### src/common/lcd_pkg.sv
/*
 * Constants for the segment display controller: register indices,
 * mode field layout, clock source codes and divider tables.
 * Assumes a byte-wide register space reached through 32-bit words.
 */
package lcd_pkg;
    // ------------------------------------------------------------
    // Register indices (byte address is four times the index)
    // ------------------------------------------------------------
    localparam logic [7:0] MODE_IDX = 8'hDC;
    localparam logic [7:0] RAM_FIRST_IDX = 8'hE0;
    localparam logic [7:0] RAM_LAST_IDX = 8'hF7;
    localparam int RAM_BYTES = 24;
    localparam int ROW_BYTES = 6;
    localparam int ROW_BITS = 48;
    localparam int UNUSED_LSBS = 3;
    localparam int BP_MAX = 4;
    localparam logic [7:0] MODE_RESET = 8'h00;

    // ------------------------------------------------------------
    // Mode register fields
    // ------------------------------------------------------------
    localparam int MUX_LSB = 6;
    localparam int SRC_LSB = 3;
    localparam int FDIV_LSB = 0;
    localparam logic [2:0] SRC_OFF = 3'h0;
    localparam logic [2:0] SRC_AUX = 3'h1;
    localparam logic [2:0] SRC_RES_A = 3'h2;
    localparam logic [2:0] SRC_RES_B = 3'h7;
    localparam logic [2:0] FDIV_RES = 3'h7;
    localparam logic [1:0] MUX_FOUR = 2'h0;
    localparam logic [2:0] BP_FOUR = 3'h4;

    // ------------------------------------------------------------
    // Divider tables
    // ------------------------------------------------------------
    localparam int DIV_W = 10;
    localparam logic [9:0] PRE_DIV_3 = 10'd32;
    localparam logic [9:0] PRE_DIV_4 = 10'd64;
    localparam logic [9:0] PRE_DIV_5 = 10'd128;
    localparam logic [9:0] PRE_DIV_6 = 10'd256;
    localparam logic [9:0] FDIV_0 = 10'd512;
    localparam logic [9:0] FDIV_1 = 10'd386;
    localparam logic [9:0] FDIV_2 = 10'd256;
    localparam logic [9:0] FDIV_3 = 10'd192;
    localparam logic [9:0] FDIV_4 = 10'd128;
    localparam logic [9:0] FDIV_5 = 10'd96;
    localparam logic [9:0] FDIV_6 = 10'd64;

    typedef enum logic {ST_OFF = 1'b0, ST_SCAN = 1'b1} disp_state_t;

    function automatic logic [9:0] pre_div(input logic [2:0] code);
        case (code)
            3'h4: pre_div = PRE_DIV_4;
            3'h5: pre_div = PRE_DIV_5;
            3'h6: pre_div = PRE_DIV_6;
            default: pre_div = PRE_DIV_3;
        endcase
    endfunction

    function automatic logic [9:0] frame_div(input logic [2:0] code);
        case (code)
            3'h1: frame_div = FDIV_1;
            3'h2: frame_div = FDIV_2;
            3'h3: frame_div = FDIV_3;
            3'h4: frame_div = FDIV_4;
            3'h5: frame_div = FDIV_5;
            3'h6: frame_div = FDIV_6;
            default: frame_div = FDIV_0;
        endcase
    endfunction
endpackage

### src/common/ram_port_if.sv
/*
 * Port bundle between the controller and its display memory.
 * Assumes one clock shared by both ends.
 */
`timescale 1ns/1ps
`default_nettype none
interface ram_port_if;
    logic [4:0] bus_addr;
    logic wr_en;
    logic [7:0] wr_data;
    logic [7:0] rd_data;
    logic [1:0] row_sel;
    logic [47:0] row_data;
    modport ctrl (output bus_addr, output wr_en, output wr_data, output row_sel,
                  input rd_data, input row_data);
    modport mem (input bus_addr, input wr_en, input wr_data, input row_sel,
                 output rd_data, output row_data);
endinterface
`default_nettype wire

### src/lcd_segment_controller.sv
/*
 * Segment display controller: mode register and display memory on an
 * AHB-Lite slave, clock selection, frame timing and backplane scan.
 * Assumes STOP_IN comes from core logic on MCLK_IN; the auxiliary
 * oscillator and the oscillator fail flag arrive from outside.
 */
// The implementer's own choice: the AHB-Lite register port.
// Function
// - Six bytes per backplane, three unused LSBs
// - Set bit drives element on
// - Reset leaves display memory untouched
// - Unused backplane bytes stay plain storage
// - Stop on main clock grounds all lines
// - Auxiliary source keeps display running in stop
// - Source change applies at frame end
// - Source code zero turns display off
// - Codes 010, 111 reserved; 001 auxiliary
// - Mode fields: ratio, source, frame divider
// - Ratio field sets scanned backplane count
// - Frame divider codes divide reference clock
// - Ratio 00 four, else code backplanes
// - Source codes 3-6 divide by 32-256
// - Frame rate is base over backplanes
// - Oscillator failure grounds all lines
`timescale 1ns/1ps
`default_nettype none
module lcd_segment_controller
    import lcd_pkg::*;
(
    // Clock and reset
    input wire logic MCLK_IN,
    input wire logic RST_IN,
    // AHB-Lite slave
    input wire logic HSEL_IN,
    input wire logic [31:0] HADDR_IN,
    input wire logic [1:0] HTRANS_IN,
    input wire logic HWRITE_IN,
    input wire logic [2:0] HSIZE_IN,
    input wire logic [31:0] HWDATA_IN,
    input wire logic HREADY_IN,
    output logic [31:0] HRDATA_OUT,
    output logic HREADYOUT_OUT,
    output logic HRESP_OUT,
    // System
    input wire logic STOP_IN,
    input wire logic AUX_OSC_IN,
    input wire logic OSC_FAIL_IN,
    // Panel
    output logic [44:0] SEG_OUT,
    output logic [3:0] BP_OUT,
    output logic DISPLAY_ON_OUT
);
    ram_port_if rif ();

    display_ram u_ram (
        .clk_in (MCLK_IN),
        .rif (rif.mem)
    );

    // ------------------------------------------------------------
    // Bus address and data phases
    // ------------------------------------------------------------
    logic take;
    logic [7:0] addr_idx;
    logic addr_ok;
    logic [7:0] addr_reg;
    logic dp_write_reg;
    logic [1:0] rd_stage_reg;
    logic hit_mode;
    logic hit_ram;
    logic [7:0] ram_off;
    logic [7:0] read_byte;
    logic [7:0] mode_reg;

    assign take = HSEL_IN && HTRANS_IN[1] && HREADY_IN;
    assign addr_ok = (HADDR_IN[31:10] == 22'h0) && (HADDR_IN[1:0] == 2'h0);
    assign addr_idx = addr_ok ? HADDR_IN[9:2] : 8'h00;
    assign hit_mode = (addr_reg == MODE_IDX);
    assign hit_ram = (addr_reg >= RAM_FIRST_IDX) && (addr_reg <= RAM_LAST_IDX);
    assign ram_off = addr_reg - RAM_FIRST_IDX;
    assign rif.bus_addr = hit_ram ? ram_off[4:0] : 5'h00;
    assign rif.wr_en = dp_write_reg && hit_ram;
    assign rif.wr_data = HWDATA_IN[7:0];
    assign read_byte = hit_mode ? mode_reg : (hit_ram ? rif.rd_data : 8'h00);

    always_ff @(posedge MCLK_IN) begin
        if (RST_IN) begin
            addr_reg <= 8'h00;
            dp_write_reg <= 1'b0;
            rd_stage_reg <= 2'h0;
            HREADYOUT_OUT <= 1'b1;
            HRDATA_OUT <= 32'h0;
            HRESP_OUT <= 1'b0;
        end else begin
            dp_write_reg <= take && HWRITE_IN;
            if (take) begin
                addr_reg <= addr_idx;
            end
            if (take && !HWRITE_IN) begin
                rd_stage_reg <= 2'h1;
                HREADYOUT_OUT <= 1'b0;
            end else if (rd_stage_reg == 2'h1) begin
                rd_stage_reg <= 2'h2;
            end else if (rd_stage_reg == 2'h2) begin
                rd_stage_reg <= 2'h0;
                HRDATA_OUT <= {24'h0, read_byte};
                HREADYOUT_OUT <= 1'b1;
            end
        end
    end

    // ------------------------------------------------------------
    // Mode register
    // ------------------------------------------------------------
    logic [1:0] mux_sel;
    logic [2:0] src_sel;
    logic [2:0] fdiv_sel;

    always_ff @(posedge MCLK_IN) begin
        if (RST_IN) begin
            mode_reg <= MODE_RESET;
        end else if (dp_write_reg && hit_mode) begin
            mode_reg <= HWDATA_IN[7:0];
        end
    end

    assign mux_sel = mode_reg[MUX_LSB +: 2];
    assign src_sel = mode_reg[SRC_LSB +: 3];
    assign fdiv_sel = mode_reg[FDIV_LSB +: 3];

    // ------------------------------------------------------------
    // Pin synchronisers
    // ------------------------------------------------------------
    logic aux_s1_reg;
    logic aux_s2_reg;
    logic aux_s3_reg;
    logic fail_s1_reg;
    logic fail_s2_reg;
    logic aux_edge;

    always_ff @(posedge MCLK_IN) begin
        if (RST_IN) begin
            aux_s1_reg <= 1'b0;
            aux_s2_reg <= 1'b0;
            aux_s3_reg <= 1'b0;
            fail_s1_reg <= 1'b0;
            fail_s2_reg <= 1'b0;
        end else begin
            aux_s1_reg <= AUX_OSC_IN;
            aux_s2_reg <= aux_s1_reg;
            aux_s3_reg <= aux_s2_reg;
            fail_s1_reg <= OSC_FAIL_IN;
            fail_s2_reg <= fail_s1_reg;
        end
    end

    assign aux_edge = aux_s2_reg && !aux_s3_reg;

    // ------------------------------------------------------------
    // Clock source and run condition
    // ------------------------------------------------------------
    logic [2:0] active_src_reg;
    logic src_ok;
    logic stop_off;
    logic run;
    logic use_aux;
    logic pre_tick;
    logic ref_tick;
    logic slot_tick;
    logic frame_end;
    logic [2:0] bp_count;
    logic [1:0] last_slot;
    logic [1:0] slot_reg;
    logic [1:0] slot_q_reg;
    disp_state_t state_reg;
    disp_state_t state_next;

    assign src_ok = (active_src_reg != SRC_OFF) && (active_src_reg != SRC_RES_A)
        && (active_src_reg != SRC_RES_B);
    assign use_aux = (active_src_reg == SRC_AUX);
    assign stop_off = STOP_IN && !use_aux;
    assign run = src_ok && (fdiv_sel != FDIV_RES) && !fail_s2_reg && !stop_off;
    assign state_next = run ? ST_SCAN : ST_OFF;

    assign bp_count = (mux_sel == MUX_FOUR) ? BP_FOUR : {1'b0, mux_sel};
    assign last_slot = 2'(bp_count - 3'h1);
    assign frame_end = slot_tick && (slot_reg >= last_slot);
    assign ref_tick = use_aux ? aux_edge : pre_tick;

    tick_divider #(.W(DIV_W)) u_prescale (
        .clk_in (MCLK_IN),
        .rst_in (RST_IN),
        .clr_in (state_reg == ST_OFF || use_aux),
        .tick_in (1'b1),
        .div_in (pre_div(active_src_reg)),
        .tick_out (pre_tick)
    );

    tick_divider #(.W(DIV_W)) u_frame (
        .clk_in (MCLK_IN),
        .rst_in (RST_IN),
        .clr_in (state_reg == ST_OFF),
        .tick_in (ref_tick),
        .div_in (frame_div(fdiv_sel)),
        .tick_out (slot_tick)
    );

    always_ff @(posedge MCLK_IN) begin
        if (RST_IN) begin
            active_src_reg <= SRC_OFF;
            state_reg <= ST_OFF;
        end else begin
            state_reg <= state_next;
            if (frame_end || !src_ok) begin
                active_src_reg <= src_sel;
            end
        end
    end

    // ------------------------------------------------------------
    // Backplane scan and panel outputs
    // ------------------------------------------------------------
    assign rif.row_sel = slot_reg;

    always_ff @(posedge MCLK_IN) begin
        if (RST_IN || state_reg == ST_OFF) begin
            slot_reg <= 2'h0;
        end else if (slot_tick) begin
            slot_reg <= (slot_reg >= last_slot) ? 2'h0 : slot_reg + 2'h1;
        end
    end

    always_ff @(posedge MCLK_IN) begin
        if (RST_IN) begin
            slot_q_reg <= 2'h0;
            SEG_OUT <= 45'h0;
            BP_OUT <= 4'h0;
            DISPLAY_ON_OUT <= 1'b0;
        end else begin
            slot_q_reg <= slot_reg;
            DISPLAY_ON_OUT <= run && state_reg == ST_SCAN;
            if (run && state_reg == ST_SCAN) begin
                SEG_OUT <= rif.row_data[ROW_BITS-1:UNUSED_LSBS];
                BP_OUT <= 4'h1 << slot_q_reg;
            end else begin
                SEG_OUT <= 45'h0;
                BP_OUT <= 4'h0;
            end
        end
    end
endmodule
`default_nettype wire

### src/display_ram.sv
/*
 * Display memory: 24 bytes, one byte port for the bus, one row port
 * for the scanner returning all six bytes of one backplane.
 * Assumes bus_addr stays below 24; both read ports are registered.
 */
`timescale 1ns/1ps
`default_nettype none
module display_ram
    import lcd_pkg::*;
(
    input wire logic clk_in,
    ram_port_if.mem rif
);
    logic [7:0] mem [RAM_BYTES];
    logic [4:0] base;

    assign base = 5'({3'h0, rif.row_sel} * 5'(ROW_BYTES));

    // ------------------------------------------------------------
    // Storage, no reset on purpose
    // ------------------------------------------------------------
    always_ff @(posedge clk_in) begin
        if (rif.wr_en) begin
            mem[rif.bus_addr] <= rif.wr_data;
        end
        rif.rd_data <= mem[rif.bus_addr];
    end

    always_ff @(posedge clk_in) begin
        for (int i = 0; i < ROW_BYTES; i++) begin
            rif.row_data[8*i +: 8] <= mem[base + 5'(i)];
        end
    end
endmodule
`default_nettype wire

### src/tick_divider.sv
/*
 * Tick divider: emits one registered pulse every div input ticks.
 * Assumes div is at least two; clr holds the count at zero.
 */
`timescale 1ns/1ps
`default_nettype none
module tick_divider #(
    parameter int W = 10
) (
    input wire logic clk_in,
    input wire logic rst_in,
    input wire logic clr_in,
    input wire logic tick_in,
    input wire logic [W-1:0] div_in,
    output logic tick_out
);
    logic [W-1:0] count_reg;
    logic wrap;

    assign wrap = tick_in && (count_reg >= div_in - W'(1));

    always_ff @(posedge clk_in) begin
        if (rst_in || clr_in) begin
            count_reg <= '0;
            tick_out <= 1'b0;
        end else begin
            count_reg <= wrap ? '0 : (tick_in ? count_reg + W'(1) : count_reg);
            tick_out <= wrap;
        end
    end
endmodule
`default_nettype wire

### config.mk
export PLATFORM = sky130hd
export DESIGN_NAME = lcd_segment_controller
export DESIGN_NICKNAME = d
export VERILOG_FILES = /design/src/common/lcd_pkg.sv /design/src/common/ram_port_if.sv /design/src/lcd_segment_controller.sv /design/src/display_ram.sv /design/src/tick_divider.sv
export SDC_FILE = /design/constraint.sdc
export NUM_CORES = 1
export LEC_CHECK = 0
export BUFFER_PORTS_ARGS = -buffer_cell sky130_fd_sc_hd__buf_2
export CELL_PAD_IN_SITES_DETAIL_PLACEMENT = 1
export CELL_PAD_IN_SITES_GLOBAL_PLACEMENT = 1
export CORE_MARGIN = 8
export CORE_UTILIZATION = 30
export CTS_CLUSTER_DIAMETER = 60
export DETAILED_ROUTE_END_ITERATION = 12
export GPL_TIMING_DRIVEN = 1
export PLACE_DENSITY = 0.56
export SLEW_MARGIN = 20
export SYNTH_ARGS = -nofsm -noshare
export SYNTH_HDL_FRONTEND = slang
export SYNTH_SLANG_ARGS = --single-unit
export TNS_END_PERCENT = 1
### constraint.sdc
create_clock -name MCLK_IN -period 8.1 [get_ports MCLK_IN]
set_input_delay 1.62 -clock MCLK_IN [delete_from_list [all_inputs] [get_ports MCLK_IN]]
set_output_delay 1.62 -clock MCLK_IN [all_outputs]
set_load 0.02 [all_outputs]
==> summary.txt, run 1 <==
Synthesis
  – YS warnings: 0
  – Leading area contributor after synthesis: edfxtp_1
  – Mapped cell area: 17000 µm²
  – Post-synth top area share: 33.9%
  – Ys flop type: edfxtp_1
  – Async S/R FF share, synth: 0%
  – Top post-synthesis cells by area: edfxtp_1 (34%), dfxtp_1 (20%), mux4_2 (17%)
  – Post-synthesis cell count: 1236
  – Register area share after synthesis: 53.5%
  – Most common library cells after synthesis: edfxtp_1 (192), dfxtp_1 (166), mux4_2 (128)
  – Library cells used by synthesis: 67
  – Syn avg cell area: 13.7 µm²
  – Count leader, synth: edfxtp_1
  – Yosys reg bits: 358
  – EDFF count, synth: 192

Clock network
  – Post-CTS Hold Fix Bufs: 0
  – Clk sinks: 358
  – Total CTS buffers: 42
  – CTS max path bufs: 3
  – CTS root buffer: clkbuf_16
  – TritonCTS clock tree: built
  – Post-CTS setup buffers: 0
  – CTS H-Tree Depth: 2
  – Clk_lat worst skew: 570 ps
  – CTS clk-pin slew, worst paths: 60 ps
  – CTS-repair resized insts: 0

Power and ir drop
  – Worst vdd ir: 0.118 mV
  – Pwr Density: 199 nW/µm²
  – Combinational Power Share: 1.3%
  – Internal: 0.00308 W
  – Switching power: 0.000830 W
  – Sw frac: 21.2%
  – Reg power frac: 48.9%
  – Leak Pwr: 6.78 nW
  – Clock share of power: 49.8%

Cells and area
  – Final net count: 1422
  – Design area: 19700 µm²
  – Max reg flops: 192
  – Number of diodes: 0
  – Filler cells: 5917
  – Share of layout cells above drive strength 1: 31.4%
  – Largest register by flop count: u_ram.mem
  – Synthesis-to-layout area growth: 15.9%
  – Biggest regs: u_ram.mem x192, SEG_OUT x45, u_ram.rif.row_data x45

GRT
  – Grt total ovfl: 0
  – Initial antenna violation count: 3
  – Number of global-route vias before repair: 12059
  – First-pass GRT wire length: 83100 µm
  – Pin count of the biggest net entering global routing: 49
  – Gr usage total: 17.3%

Run
  – Max_cap viols: 0

Floorplan
  – Die W: 254 µm
  – # IOs: 161
  – Die area: 64500 µm²
  – Chip height: 254 µm
  – Initial Util: 30.2%
  – Core Area: 56200 µm²
  – Cell row count: 87

STA
  – Crit share post-route: 45.7%
  – Worst-margin pin slew: 1130 ps
  – Setup TNS: 0 ps
  – Slew headroom: 24.6%
  – Setup violators final: 0
  – Tmin final: 3700 ps
  – FMAX: 270 MHz
  – RSZ-0062 raised after global routing: no
  – Final Hold Vio Count: 0
  – Final Slew Violations: 0
  – Clk_skew: 20.7 ps

Setup path
  – CP Max Fanout: 39
  – Setup Crit Path Kind: register to register
  – Crit. End Element: register
  – Startpoint Class: register
  – CP arrival: 4090 ps
  – Reg2reg setup slack: 4400 ps
  – Worst Path Required: 8490 ps

Detailed routing
  – Uppermost layer routed: met5
  – Routed Antenna Nets: 0
  – Met1 wire length: 23200 µm
  – Vias per cell: 5.50
  – WL met2: 27600 µm
  – Total Routed Length: 56600 µm
  – Detailed-route via count: 11588
  – Detailed Route Iter0 Violations: 942
  – Post-DR wirelength/cell: 26.9 µm
  – Met3 Routed Length: 4070 µm
  – DRC violation count after routing: 0
  – Drt first pass iters: 5

Placement
  – GP Congestion: 0.825
  – Port bufs: 107
  – Post-detail-place hpwl: 38000 µm
  – Cell Area, Placed: 18300 µm²

Worst hold path
  – Min-Delay Path Class: register to register

Run status
  – Outcome: finished clean
## critical path, cell delays in order (launching register included)
cell and delay (ps):
dfxtp_4 790, inv_1 280, ha_4 750, buf_4 640
mux4_2 320, mux2i_1 110, o21ai_0 610
## layer usage
metal  up-vias  GRT usage [%]
li1       5000              -
met1      6043           22.0
met2       441           28.9
met3       102           3.92
met4         2           5.69
met5         -              0
## path summary, 6_finish.rpt
path | startpoint | to | cells after the start
setup reg to reg | rif.row_sel[0] | u_ram.rif.row_data[33] | 6
hold reg to reg | fail_s1_reg | fail_s2_reg | 1
setup / recovery | rif.row_sel[0] | u_ram.rif.row_data[33] | 6
hold / removal | fail_s1_reg | fail_s2_reg | 1
## power by group through the flow
stage	clock network, W	registers, W	logic [W]
floorplan	0	0.00195	0.0000269
global placement	0	0.00195	0.0000466
detailed placement	0	0.00195	0.0000488
CTS	0.00200	0.00191	0.0000488
global route	0.00206	0.00191	0.0000536
finish	0.00195	0.00191	0.0000491
## stage by stage
step           setup WS [ps]  instances  total power (W)  utilization (%)  hold WS (ps)
5_1_grt                 4140       2108          0.00403             35.0           471
6_report                4400       2108          0.00391             35.0           456
4_1_cts                 4330       2108          0.00396             35.0           460
3_5_place_dp            4200       2031          0.00200             32.5           447
3_3_place_gp            4270       2031          0.00200             32.5           421
2_1_floorplan           4790       1262          0.00198                -           414
## cell usage in the layout, fill, tap and decap left out, drive strengths merged, types with 22 or more instances in the layout
cell type / instances
nor2: 72
ha: 26
buf: 135
edfxtp: 192
dfxtp: 166
nand2: 42
conb: 28
a211oi: 22
and3: 51
mux4: 128
mux2: 65
mux2i: 27
clkbuf: 53
a21oi: 74
## final cells by class
cell class | instances | area [µm²] | share of cell area [%]
inverter | 12 | 45.0 | 0.229
sequential | 358 | 9100 | 46.2
clock inverter | 24 | 249 | 1.27
multi-input combinational | 770 | 7430 | 37.8
timing repair buffer | 135 | 746 | 3.79
clock buffer | 53 | 1160 | 5.92
tap | 756 | 946 | 4.81
## kinds of logic (layout without fill, tap and decap cells)
group	count (synthesis)	in the layout	synth area share (%)
buffers and inverters	134	224	3.88
XOR/XNOR	21	21	1.13
AO/OA/AOI/OAI	206	206	8.31
AND/OR/NAND/NOR	269	269	8.32
adder cells (fa/ha/maj)	26	26	1.92
other	2	28	0.0442
multiplexers	220	220	22.9
flip-flops	358	358	53.5
Note: power is estimated with default switching activity, not from simulation.
==> run 2: changes to the inputs <==
==> constraint.sdc (replaced) <==
create_clock -name MCLK_IN -period 3.7 [get_ports MCLK_IN]
set_input_delay 0.74 -clock MCLK_IN [delete_from_list [all_inputs] [get_ports MCLK_IN]]
set_output_delay 0.74 -clock MCLK_IN [all_outputs]
set_load 0.02 [all_outputs]
==> summary.txt, run 2 (synthesis results as in run 1) <==
Detailed routing
  – Detailed Route Iter0 Violations: 982 (+4.2%)
  – Total Routed Length: 55600 µm (-1.8%)
  – DRC violation count after routing: 0 (unchanged)
  – Detailed-route via count: 11584 (-0.035%)
  – Vias per cell: 5.42 (-1.4%)
  – Post-DR wirelength/cell: 26.0 µm (-3.1%)
  – Drt first pass iters: 5 (unchanged)
  – Routed Antenna Nets: 0 (unchanged)

Power and ir drop
  – Clock share of power: 49.3% (-0.5 points)
  – Pwr Density: 427 nW/µm² (+120%)
  – Sw frac: 20.8% (-0.43 points)
  – Internal: 0.00671 W (+120%)
  – Reg power frac: 49.4% (+0.5 points)
  – Combinational Power Share: 1.3% (about the same)
  – Switching power: 0.00176 W (+110%)
  – Leak Pwr: 6.92 nW (+2.2%)
  – Worst vdd ir: 0.249 mV (+110%)

GRT
  – Number of global-route vias before repair: 12101 (+0.35%)
  – First-pass GRT wire length: 81700 µm (-1.7%)
  – Gr usage total: 17.0% (-0.29 points)
  – Initial antenna violation count: 3 (unchanged)
  – Pin count of the biggest net entering global routing: 120 (+140%)
  – Grt total ovfl: 0 (unchanged)

Setup path
  – Worst Path Required: 3960 ps (-4530 ps)
  – CP Launch Point: addr_reg[7]
  – FF-to-FF Start: addr_reg[7]
  – Crit path to: u_ram.mem[8][2]
  – CP max-delay cell: nand3b_1
  – Crit. End Element: register
  – CP arrival: 3150 ps (-940 ps)
  – Worst path cell trace: and3_1, nand3b_1, nor3_1, buf_4
  – Slowest cell delay on critical path: 710 ps (-80 ps)
  – Reg2reg setup slack: 810 ps (-3580 ps)
  – CP Max Fanout: 13 (-67%)
  – R2R depth: 4 (-2)
  – End of the worst register-to-register path: u_ram.mem[8][2]
  – Setup Crit Path Kind: register to register
  – Startpoint Class: register

Clock network
  – Clk sinks: 358 (unchanged)
  – Clk_lat worst skew: 570 ps (about the same)
  – Total CTS buffers: 42 (unchanged)
  – Post-CTS setup buffers: 0 (unchanged)
  – CTS H-Tree Depth: 2 (unchanged)
  – CTS root buffer: clkbuf_16
  – CTS-repair resized insts: 0 (unchanged)
  – CTS clk-pin slew, worst paths: 60 ps (about the same)
  – CTS max path bufs: 3 (unchanged)
  – Post-CTS Hold Fix Bufs: 0 (unchanged)
  – TritonCTS clock tree: built

Floorplan
  – Chip height: 254 µm (unchanged)
  – Die area: 64500 µm² (unchanged)
  – # IOs: 161 (unchanged)
  – Die W: 254 µm (unchanged)
  – Cell row count: 87 (unchanged)
  – Core Area: 56200 µm² (unchanged)
  – Initial Util: 30.2% (unchanged)

Placement
  – GP Congestion: 0.858 (+4.1%)
  – Port bufs: 107 (unchanged)
  – Post-detail-place hpwl: 38600 µm (+1.6%)
  – Cell Area, Placed: 18400 µm² (+1.0%)

Cells and area
  – Final net count: 1451 (+2.0%)
  – Design area: 19800 µm² (+0.85%)
  – Biggest regs: u_ram.mem x192, SEG_OUT x45, u_ram.rif.row_data x45
  – Util after Layout: 35.3% (+0.30 points)
  – Number of diodes: 0 (unchanged)
  – Max reg flops: 192 (unchanged)
  – Largest register by flop count: u_ram.mem
  – Commonest non-fill, non-tap cells in the layout: edfxtp_1 (192), dfxtp_1 (163), mux4_2 (128)
  – Synthesis-to-layout area growth: 16.8%
  – Most common cell after layout, fill and taps aside: edfxtp_1
  – Share of layout cells above drive strength 1: 31.5% (+0.14 points)

STA
  – Tmin final: 2890 ps (-815 ps)
  – Final Slew Violations: 0 (unchanged)
  – Worst-margin pin slew: 924 ps (-204 ps)
  – Crit share post-route: 78.0% (+32 points)
  – RSZ-0062 raised after global routing: no
  – Setup TNS: 0 ps (unchanged)
  – FMAX: 347 MHz (+28%)
  – Slew headroom: 37.9% (+13 points)
  – Setup violators final: 0 (unchanged)
  – Clk_skew: 16.1 ps (-4.57 ps)
  – Final Hold Vio Count: 0 (unchanged)

Run status
  – Outcome: finished clean

Worst hold path
  – Min-Delay Path Class: primary input to register

Run
  – Max_cap viols: 0 (unchanged)
[run 2: cell type report]
cell class                 instances  area (µm²)
fill                            5967       36300
inverter                          12        45.0
multi-input combinational        770        7360
timing repair buffer             164        1000
clock buffer                      56        1200
tap                              756         946
sequential                       358        9100
clock inverter                    21         196
[run 2: how the worst min path moves through the flow]
stage | startpoint | end | slack (ps) | cells past startpoint
final | OSC_FAIL_IN | fail_s1_reg | 400 | 2
after detailed placement | aux_s1_reg | aux_s2_reg | 430 | 1
after CTS | AUX_OSC_IN | aux_s1_reg | 370 | 2
after global placement | aux_s1_reg | aux_s2_reg | 420 | 1
after global routing | AUX_OSC_IN | aux_s1_reg | 380 | 2
after floorplan | aux_s1_reg | aux_s2_reg | 410 | 1
[run 2: layer usage]
metal  wire (µm)  vias to the layer above  GRT usage, %
li1            -                     5049             -
met1       22900                     6014          21.4
met2       27100                      420          28.7
met3        3420                       99          3.01
met4        2220                        2          6.86
met5          13                        -             0
[run 2: metrics by stage]
stage,hold slack (ps),setup slack (ps),total power (W),cells
floorplan,414,385,0.00433,1262
global placement,424,915,0.00437,2060
detailed placement,426,869,0.00438,2060
CTS,366,844,0.00859,2137
global route,379,606,0.00871,2137
finish,403,814,0.00847,2137
[run 2: critical path, delay by kind of cell, from the launching register on]
family	cells	cell delay [ps]
simple gates	3	1940
flops	1	390
buf+inv	1	260
[run 2: power groups by stage]
stage | clock (W) | sequential, W | combinational [W]
after global placement | 0 | 0.00427 | 0.000106
after detailed placement | 0 | 0.00427 | 0.000109
after CTS | 0.00429 | 0.00418 | 0.000109
after floorplan | 0 | 0.00427 | 0.0000588
after global routing | 0.00441 | 0.00418 | 0.000119
final | 0.00418 | 0.00418 | 0.000110
